**src/design/ipc_pkg.sv**
```systemverilog
// Purpose: Shared constants for the input pair configuration decoder
// Assumes: 16-bit configuration words, sent most significant bit first
// Notes:   Register fields sit at the same place in both setup words
package ipc_pkg;

	// ==================================================
	// Frame layout
	localparam int          FRAME_BITS   = 16;     // Bits in one word
	localparam int          WORD_MSB     = 15;     // Config / mode flag
	localparam int          SEL_HI       = 15;     // Select code, top
	localparam int          SEL_LO       = 11;     // Select code, bottom
	localparam int          SYNC_STAGES  = 3;      // Pin synchroniser depth

	// ==================================================
	// Select codes
	localparam logic [4:0]  DIFF_CFG_SELECT_CODE   = 5'h11; // Differential setup
	localparam logic [4:0]  CODING_CFG_SELECT_CODE = 5'h12; // Coding setup

	// ==================================================
	// Field positions
	localparam int          NUM_PAIRS    = 8;      // Input pairs
	localparam int          PAIR_HI      = 10;     // Pair 0 bit
	localparam int          PAIR_LO      = 3;      // Pair 7 bit
	localparam int          COMMON_BIT   = 2;      // Shared common reference
	localparam logic [3:0]  COMMON_INPUT = 4'hF;   // Input used as common

	// ==================================================
	// Reset values
	localparam logic [7:0]  PAIR_DIFF_RESET   = 8'h00; // All single-ended
	localparam logic        COMMON_RESET      = 1'h0;  // Common mode off
	localparam logic [7:0]  PAIR_CODING_RESET = 8'h00; // All unipolar

endpackage

```
**src/design/ipc_pin_sync.sv**
```systemverilog
// Purpose: Bring asynchronous pins into the clock domain
// Assumes: Pins change slowly against the clock
// Notes:   A change counts once the second and third stages agree
`timescale 1ns/1ns
`default_nettype none
module ipc_pin_sync
	import ipc_pkg::*;
#(
	parameter int          WIDTH = 3,
	parameter logic [WIDTH-1:0] RESET_VALUE = '0
)(
	// Clock and reset
	input  wire logic              clock,
	input  wire logic              rst_b,
	// Pins in, filtered levels out
	input  wire logic [WIDTH-1:0]  pin,
	output logic      [WIDTH-1:0]  level
);

	// ==================================================
	// Stages
	logic [WIDTH-1:0] stage1;     // Read only by stage2
	logic [WIDTH-1:0] stage2;     // Second stage
	logic [WIDTH-1:0] stage3;     // Third stage
	logic [WIDTH-1:0] next_level; // Filtered next value

	// Accept a bit only where the last two stages agree
	always_comb begin
		for (int i = 0; i < WIDTH; i++) begin
			next_level[i] = (stage2[i] == stage3[i]) ? stage3[i] : level[i];
		end
	end

	// Shift chain and filtered level
	always_ff @(posedge clock or negedge rst_b) begin
		if (!rst_b) begin
			stage1 <= RESET_VALUE;
			stage2 <= RESET_VALUE;
			stage3 <= RESET_VALUE;
			level  <= RESET_VALUE;
		end else begin
			stage1 <= pin;
			stage2 <= stage1;
			stage3 <= stage2;
			level  <= next_level;
		end
	end

endmodule
`default_nettype wire

```
**src/design/ipc_frame_rx.sv**
```systemverilog
// Purpose: Collect one 16-bit word from the 3-wire serial frame
// Assumes: Inputs are already synchronised and filtered
// Notes:   Bits past the sixteenth are ignored until select rises
`timescale 1ns/1ns
`default_nettype none
module ipc_frame_rx
	import ipc_pkg::*;
(
	// Clock and reset
	input  wire logic                   clock,
	input  wire logic                   rst_b,
	// Filtered link levels
	input  wire logic                   cs_b,
	input  wire logic                   sclk,
	input  wire logic                   din,
	// Received word
	output logic                        word_valid,
	output logic [FRAME_BITS-1:0]       word
);

	// ==================================================
	// State
	logic                   sclk_prev;       // Last link clock level
	logic [4:0]             bit_count;       // Bits taken this frame
	logic                   frame_done;      // Word already delivered
	logic [FRAME_BITS-1:0]  shift;           // Assembly register
	logic                   next_sclk_prev;  // Next clock level
	logic [4:0]             next_bit_count;  // Next count
	logic                   next_frame_done; // Next done flag
	logic [FRAME_BITS-1:0]  next_shift;      // Next assembly
	logic                   next_word_valid; // Next strobe
	logic [FRAME_BITS-1:0]  next_word;       // Next word
	logic                   sclk_rise;       // Rising link clock

	assign sclk_rise = sclk && !sclk_prev;

	// Shift on each rising link clock while selected, up to the sixteenth bit
	always_comb begin
		next_sclk_prev  = sclk;
		next_bit_count  = bit_count;
		next_frame_done = frame_done;
		next_shift      = shift;
		next_word_valid = 1'b0;
		next_word       = word;
		if (cs_b) begin
			// Deselected: a short frame is dropped
			next_bit_count  = 5'h00;
			next_frame_done = 1'b0;
		end else if (sclk_rise && !frame_done) begin
			next_shift     = {shift[FRAME_BITS-2:0], din};
			next_bit_count = bit_count + 5'h01;
			if (bit_count == 5'(FRAME_BITS - 1)) begin
				// Sixteenth bit completes the word
				next_word_valid = 1'b1;
				next_word       = {shift[FRAME_BITS-2:0], din};
				next_frame_done = 1'b1;
			end
		end
	end

	// Register the frame state
	always_ff @(posedge clock or negedge rst_b) begin
		if (!rst_b) begin
			sclk_prev  <= 1'b0;
			bit_count  <= 5'h00;
			frame_done <= 1'b0;
			shift      <= 16'h0000;
			word_valid <= 1'b0;
			word       <= 16'h0000;
		end else begin
			sclk_prev  <= next_sclk_prev;
			bit_count  <= next_bit_count;
			frame_done <= next_frame_done;
			shift      <= next_shift;
			word_valid <= next_word_valid;
			word       <= next_word;
		end
	end

endmodule
`default_nettype wire

```
**src/design/ipc_input_pair_config_decoder.sv**
```systemverilog
// Purpose: Decode pair setup words and resolve per-channel input mode
// Assumes: Host drives the serial link; converter supplies busy/start
// Notes:   Settings for a conversion are frozen at its start strobe
`timescale 1ns/1ns
`default_nettype none
module ipc_input_pair_config_decoder
	import ipc_pkg::*;
(
	// Clock and reset
	input  wire logic         clock,
	input  wire logic         rst_b,
	// Serial link pins
	input  wire logic         cs_b,
	input  wire logic         sclk,
	input  wire logic         din,
	// Converter handshake
	input  wire logic         conv_busy,
	input  wire logic         conv_start,
	input  wire logic [3:0]   single_channel_selector,
	// Stored settings
	output logic [7:0]        pair_differential_config,
	output logic              shared_common_reference_bit,
	output logic [7:0]        pair_bipolar_coding,
	// Resolved channel setup
	output logic              pair_differential,
	output logic              common_referenced,
	output logic              twos_complement,
	output logic [3:0]        positive_input,
	output logic [3:0]        negative_input,
	// Mode control words and data validity
	output logic              mode_word_valid,
	output logic [14:0]       mode_word,
	output logic              data_invalid
);

	// ==================================================
	// Link front end
	logic [2:0]            link_level;  // Filtered cs_b, sclk, din
	logic                  word_valid;  // One word received
	logic [FRAME_BITS-1:0] word;        // Received word

	ipc_pin_sync #(
		.WIDTH       (3),
		.RESET_VALUE (3'h4)
	) u_sync (
		.clock (clock),
		.rst_b (rst_b),
		.pin   ({cs_b, sclk, din}),
		.level (link_level)
	);

	ipc_frame_rx u_rx (
		.clock      (clock),
		.rst_b      (rst_b),
		.cs_b       (link_level[2]),
		.sclk       (link_level[1]),
		.din        (link_level[0]),
		.word_valid (word_valid),
		.word       (word)
	);

	// ==================================================
	// Helpers

	// Pick the setting bit of the pair holding a channel
	function automatic logic pair_bit(input logic [7:0] field,
		input logic [3:0] channel);
		logic [2:0] pair;
		pair = channel[3:1];
		pair_bit = field[3'(NUM_PAIRS - 1) - pair];
	endfunction

	// ==================================================
	// Word classification
	logic        is_setup;     // Top bit set
	logic        is_diff_cfg;  // Differential setup word
	logic        is_code_cfg;  // Coding setup word
	logic        is_mode;      // Mode control word
	logic [4:0]  select_code;  // Top five bits

	assign select_code = word[SEL_HI:SEL_LO];
	assign is_setup    = word_valid && word[WORD_MSB];
	assign is_mode     = word_valid && !word[WORD_MSB];
	assign is_diff_cfg = is_setup && (select_code == DIFF_CFG_SELECT_CODE);
	assign is_code_cfg = is_setup && (select_code == CODING_CFG_SELECT_CODE);

	// ==================================================
	// Setup registers
	logic [7:0] next_diff;    // Next differential field
	logic       next_common;  // Next common bit
	logic [7:0] next_coding;  // Next coding field

	// Load fields; low unused bits are dropped
	always_comb begin
		next_diff   = pair_differential_config;
		next_common = shared_common_reference_bit;
		next_coding = pair_bipolar_coding;
		if (is_diff_cfg) begin
			next_diff   = word[PAIR_HI:PAIR_LO];
			next_common = word[COMMON_BIT];
		end
		if (is_code_cfg) begin
			next_coding = word[PAIR_HI:PAIR_LO];
		end
	end

	// Register the fields
	always_ff @(posedge clock or negedge rst_b) begin
		if (!rst_b) begin
			pair_differential_config    <= PAIR_DIFF_RESET;
			shared_common_reference_bit <= COMMON_RESET;
			pair_bipolar_coding         <= PAIR_CODING_RESET;
		end else begin
			pair_differential_config    <= next_diff;
			shared_common_reference_bit <= next_common;
			pair_bipolar_coding         <= next_coding;
		end
	end

	// ==================================================
	// Channel resolution
	logic       sel_diff;       // Pair differential bit
	logic       sel_bip;        // Pair bipolar bit
	logic       next_pair;      // Next pair flag
	logic       next_comref;    // Next common flag
	logic       next_twos;      // Next coding flag
	logic [3:0] next_pos;       // Next positive input
	logic [3:0] next_neg;       // Next negative input

	assign sel_diff = pair_bit(pair_differential_config, single_channel_selector);
	assign sel_bip  = pair_bit(pair_bipolar_coding, single_channel_selector);

	// Priority: common, then differential, then bipolar
	always_comb begin
		next_pair   = pair_differential;
		next_comref = common_referenced;
		next_twos   = twos_complement;
		next_pos    = positive_input;
		next_neg    = negative_input;
		if (conv_start) begin
			next_pos = single_channel_selector;
			next_neg = 4'h0;
			if (shared_common_reference_bit) begin
				// Against shared input, unipolar binary
				next_pair   = 1'b0;
				next_comref = 1'b1;
				next_twos   = 1'b0;
				next_neg    = COMMON_INPUT;
			end else if (sel_diff) begin
				// Differential register takes precedence
				next_pair   = 1'b1;
				next_comref = 1'b0;
				next_twos   = 1'b0;
			end else if (sel_bip) begin
				// Bipolar pair, twos complement output
				next_pair   = 1'b1;
				next_comref = 1'b0;
				next_twos   = 1'b1;
			end else begin
				// Single-ended unipolar
				next_pair   = 1'b0;
				next_comref = 1'b0;
				next_twos   = 1'b0;
			end
			if (next_pair) begin
				// Either channel of a pair converts the pair
				next_pos = {single_channel_selector[3:1], 1'b0};
				next_neg = {single_channel_selector[3:1], 1'b1};
			end
		end
	end

	// Hold the setup for the running conversion
	always_ff @(posedge clock or negedge rst_b) begin
		if (!rst_b) begin
			pair_differential <= 1'b0;
			common_referenced <= 1'b0;
			twos_complement   <= 1'b0;
			positive_input    <= 4'h0;
			negative_input    <= 4'h0;
		end else begin
			pair_differential <= next_pair;
			common_referenced <= next_comref;
			twos_complement   <= next_twos;
			positive_input    <= next_pos;
			negative_input    <= next_neg;
		end
	end

	// ==================================================
	// Mode words and data validity
	logic        next_mode_valid;   // Next mode strobe
	logic [14:0] next_mode_word;    // Next mode payload
	logic        next_invalid;      // Next invalid flag

	// Setup mid-sequence spoils data; a mode word restores it
	always_comb begin
		next_mode_valid = is_mode;
		next_mode_word  = mode_word;
		next_invalid    = data_invalid;
		if (is_mode) begin
			next_mode_word = word[WORD_MSB-1:0];
			next_invalid   = 1'b0;
		end
		if (is_setup && conv_busy) begin
			next_invalid = 1'b1;
		end
	end

	// Register mode outputs
	always_ff @(posedge clock or negedge rst_b) begin
		if (!rst_b) begin
			mode_word_valid <= 1'b0;
			mode_word       <= 15'h0000;
			data_invalid    <= 1'b0;
		end else begin
			mode_word_valid <= next_mode_valid;
			mode_word       <= next_mode_word;
			data_invalid    <= next_invalid;
		end
	end

	// ==================================================
	// Checks

	chk_diff_write_load: assert property (
		@(posedge clock) disable iff (!rst_b)
		(word_valid && word[15:11] == 5'h11)
		|=> pair_differential_config == $past(word[10:3])
		&& shared_common_reference_bit == $past(word[2]))
		else $error("differential setup word not loaded");

	chk_coding_write_load: assert property (
		@(posedge clock) disable iff (!rst_b)
		(word_valid && word[15:11] == 5'h12)
		|=> pair_bipolar_coding == $past(word[10:3]))
		else $error("coding setup word not loaded");

	chk_other_code_ignored: assert property (
		@(posedge clock) disable iff (!rst_b)
		(word_valid && word[15:11] != 5'h11)
		|=> $stable(pair_differential_config))
		else $error("differential field changed by other word");

	chk_common_forces_unipolar: assert property (
		@(posedge clock) disable iff (!rst_b)
		(conv_start && shared_common_reference_bit)
		|=> common_referenced && !pair_differential && !twos_complement
		&& negative_input == 4'hF)
		else $error("common reference not applied");

	chk_diff_priority_win: assert property (
		@(posedge clock) disable iff (!rst_b)
		(conv_start && !shared_common_reference_bit && sel_diff)
		|=> pair_differential && !twos_complement
		&& positive_input == {$past(single_channel_selector[3:1]), 1'b0})
		else $error("differential pair not unipolar");

	chk_bipolar_pair_coding: assert property (
		@(posedge clock) disable iff (!rst_b)
		(conv_start && !shared_common_reference_bit && !sel_diff && sel_bip)
		|=> pair_differential && twos_complement
		&& negative_input == {$past(single_channel_selector[3:1]), 1'b1})
		else $error("bipolar pair not twos complement");

	chk_single_ended_default: assert property (
		@(posedge clock) disable iff (!rst_b)
		(conv_start && !shared_common_reference_bit && !sel_diff && !sel_bip)
		|=> !pair_differential && !twos_complement && !common_referenced
		&& positive_input == $past(single_channel_selector))
		else $error("single-ended setup wrong");

	chk_invalid_on_setup: assert property (
		@(posedge clock) disable iff (!rst_b)
		(word_valid && word[15] && conv_busy) |=> data_invalid)
		else $error("setup during conversion left data valid");

	chk_mode_clears_invalid: assert property (
		@(posedge clock) disable iff (!rst_b)
		(word_valid && !word[15]) |=> !data_invalid && mode_word_valid)
		else $error("mode word did not restore data");

	chk_hold_between_starts: assert property (
		@(posedge clock) disable iff (!rst_b)
		!conv_start |=> $stable(twos_complement) && $stable(pair_differential))
		else $error("resolved setup changed without start");

endmodule
`default_nettype wire

```
**config.mk**
```make
export PLATFORM = sky130hd
export DESIGN_NAME = ipc_input_pair_config_decoder
export DESIGN_NICKNAME = d
export VERILOG_FILES = /design/src/design/ipc_pkg.sv /design/src/design/ipc_pin_sync.sv /design/src/design/ipc_frame_rx.sv /design/src/design/ipc_input_pair_config_decoder.sv
export SDC_FILE = /design/constraint.sdc
export NUM_CORES = 1
export LEC_CHECK = 0
export BUFFER_PORTS_ARGS = -buffer_cell sky130_fd_sc_hd__buf_2
export CAP_MARGIN = 0
export CELL_PAD_IN_SITES_DETAIL_PLACEMENT = 0
export CELL_PAD_IN_SITES_GLOBAL_PLACEMENT = 2
export CORE_MARGIN = 1.5
export CORE_UTILIZATION = 39
export CTS_CLUSTER_DIAMETER = 80
export DETAILED_ROUTE_END_ITERATION = 8
export GPL_TIMING_DRIVEN = 0
export PLACE_DENSITY = 0.87
export SLEW_MARGIN = 20
export SYNTH_ARGS = -nofsm -noshare
export SYNTH_HDL_FRONTEND = slang
export SYNTH_SLANG_ARGS = --single-unit
```
**constraint.sdc**
```tcl
create_clock -name clock -period 2.2 [get_ports clock]
set_input_delay 0.11 -clock clock [delete_from_list [all_inputs] [get_ports clock]]
set_output_delay 0.11 -clock clock [all_outputs]
set_load 0.02 [all_outputs]
```
==> impl_metrics.env <==
export IMPL_path_clk_slew_ps=110
export IMPL_syn_area_um2=3690
export IMPL_r2r_slack_ps=240
export IMPL_final_area_um2=4380
export IMPL_totalWireLength_mm=6.33
export IMPL_worstReg2RegEnd="u_rx.word[13]"
export IMPL_synth_area_leaders="dfrtp_1 (62%), mux2_2 (12%), nand2_1 (5.2%), mux2_4 (3.3%), dfstp_2 (2.8%)"
export IMPL_final_util=0.476
export IMPL_vias=2197
export IMPL_crit_buf_inv=3
export IMPL_insertion_delay_ps=370
export IMPL_die_x_um=100
export IMPL_path_max_fanout=10
export IMPL_avgSynthCellArea_um2=13.8
export IMPL_syn_instance_count=267
export IMPL_cts_tree="built"
export IMPL_outcome="finished, final reports clean"
export IMPL_period_minus_slack_ps=1960
export IMPL_slowest_stage="dfstp_2"
export IMPL_ys_seq_elements=96
export IMPL_min_path_type="primary input to flop"
export IMPL_antenna_cells=0
export IMPL_grt_max_degree=80
export IMPL_regToRegStartpoint="u_sync.level[2]"
export IMPL_cp_arrival_ps=2200
export IMPL_critical_path_startpoint_type="flop"
export IMPL_hold_viol=0
export IMPL_cp_depth=6
export IMPL_critPathLaunch="u_sync.level[2]"
export IMPL_placementRows=35
export IMPL_fillers=850
export IMPL_cts_buffers=9
export IMPL_globalplace_congestion=0.780
export IMPL_cp_cell_sequence="clkbuf_1, and2b_1, buf_4, nand2_4, buf_6, mux2_4"
export IMPL_synthDistinctLibCells=35
export IMPL_total_power_mw=3.26
export IMPL_dp_cells=432
export IMPL_final_cells=454
export IMPL_cp_end_kind="flop"
export IMPL_dp_hpwl_mm=4.37
export IMPL_io_pin_count=56
export IMPL_setup_tns_final_ps=0
export IMPL_p_leak_nw=2.35
export IMPL_drc=0
export IMPL_synth_warnings=0
export IMPL_fin_crit_sh=0.890
export IMPL_areaGrowthSynthToFinish_pct=18.5
export IMPL_htreeDepth=3
export IMPL_core_um2=9200
export IMPL_crit_end="u_rx.word[13]"
export IMPL_area_sequential_um2=2410
export IMPL_worst_slack_ps=241
export IMPL_setup_viol=0
export IMPL_crit_required_ps=2440
export IMPL_grt_pass1_wl_mm=10.5
export IMPL_drv_slew=0
export IMPL_gr_usage_all_layers=0.136
export IMPL_multi_input_area_um2=1190
export IMPL_clock_sinks=96
export IMPL_maxCapViolCount=0
export IMPL_cts_resized=0
export IMPL_port_buffers=53
export IMPL_cts_root_buf="clkbuf_8"
export IMPL_drive_above_1_share=0.382
export IMPL_syn_nets=280
export IMPL_p_per_area_nw_per_um2=745
export IMPL_critPathKind="flop to flop"
export IMPL_fin_hold_ws_ps=38.8
export IMPL_nets=351
export IMPL_vdd_drop_max_mv=0.335
export IMPL_overflow=0
export IMPL_fin_skew_ps=19.6
export IMPL_worst_r2r_path_depth=6
export IMPL_rsz0062_at_grt="no"
export IMPL_pre_cts_ws_ps=236
export IMPL_fmax_mhz=511
export IMPL_antenna_found_initial=0
export IMPL_worst_slew_pin_slew_ps=472
export IMPL_initial_core_util=0.402
export IMPL_via_per_inst=4.84
export IMPL_slew_headroom=0.685
export IMPL_place_area_um2=4130
export IMPL_postRouteAntennaNets=0
export IMPL_routedWlPerCell_um=13.9
export IMPL_fp_dieH_um=100
export IMPL_grt_pass1_vias=2170
export IMPL_synth_top_cell_by_area="dfrtp_1"
export IMPL_die_area_um2=10100
export IMPL_path_delay_family="buffers and inverters"
export IMPL_yosysTopAreaCellShare=0.623
export IMPL_critPathMaxStageDelay_ps=520
export IMPL_yosysSeqAreaShare=0.652
export IMPL_firstDrtPassIters=4
export IMPL_clk_path_buf_depth=2
export IMPL_drtIter0Drc=46
-- area by class of cell --
cell class,instances,area share
Sequential cell,96,0.550
Multi-Input combinational cell,148,0.271
Timing Repair Buffer,60,0.0820
Tap cell,111,0.0317
Clock buffer,10,0.0292
Clock inverter,6,0.0131
Buffer,10,0.0117
Inverter,13,0.0111
-- tightest hold or removal path, cell delays in order --
cell     delay (ps)
buf_2           120
nand2_1          70
o21ai_0          70
-- what timing repair did --
action,in CTS,in global routing
buffers inserted,0,0
hold endpoints to repair,97,0
hold buffers,6,0
-- synthesized netlist by cell type --
library cell,number
a211oi_1,2
a21o_1,1
a21oi_1,1
a32o_1,1
a41oi_1,1
and2_1,1
and2b_1,1
and3_1,1
buf_1,1
buf_2,2
buf_4,1
buf_6,1
clkbuf_1,5
clkinv_1,1
dfrtp_1,92
dfstp_2,4
ha_1,2
inv_1,12
maj3_1,3
mux2_2,40
mux2_4,8
mux2i_1,4
mux4_2,4
nand2_1,51
nand2_4,1
nand2b_1,1
nand3b_1,2
nand4_1,1
nor2_1,9
nor3_1,1
nor3b_4,1
o21ai_0,5
o221ai_1,3
xnor2_1,1
xor2_1,2
-- sequential cells by signal, summed over array words and instances, names as in the netlist, 4 cells and up --
name	count
positive_input	4
pair_bipolar_coding	8
u_rx.bit_count	5
mode_word	15
u_rx.shift	15
u_rx.word	16
pair_differential_config	8
negative_input	4
-- layer usage --
layer / GRT usage / share of wire / vias to the layer above
met5: 0 / 0 / -
met4: 0.0683 / 0.021 / 0
met3: 0.0272 / 0.043 / 10
met2: 0.222 / 0.48 / 50
met1: 0.172 / 0.46 / 1094
li1: - / - / 1043
-- logic make-up after synthesis --
logic type	Yosys count	share of synthesized area
AOI/OAI and AO/OA	14	0.0264
xor gates and xnor gates	3	0.00711
adders and majority gates	5	0.0149
buffers and inverters	23	0.0271
DFF	96	0.652
muxes	56	0.190
and+or+nand+nor	70	0.0833
-- placed cells by master (no fill, tap or decap), drive strengths merged, types with 2 or more instances in the layout --
master and n:
mux2i 4, o221ai 3, nand3b 2, xor2 2, dfstp 4, ha 2, a211oi 2, nor2 9
mux4 4, buf 59, dfrtp 92, maj3 3, nand2 52, mux2 48, clkbuf 15, o21ai 5
dlygate4sd3 6, clkinv 3, inv 16
-- how the worst min path moves through the flow --
stage                                   end                       start  slack (ps)  cells past startpoint
after floorplan           common_referenced                       rst_b        -190                      0
after global placement     u_sync.stage1[2]                        cs_b         220                      1
after detailed placement  positive_input[2]                       rst_b         -40                      1
after CTS                 positive_input[2]  single_channel_selector[2]          30                      3
after global routing      positive_input[2]  single_channel_selector[2]          50                      3
final                     positive_input[2]  single_channel_selector[2]          40                      3
-- power by group --
group	internal, mW	total, mW	switching, mW
sequential	1.88	1.95	0.0702
combinational	0.122	0.231	0.109
clock	0.440	1.08	0.645
total	2.44	3.26	0.824
Power figures use the tool's default switching activity.
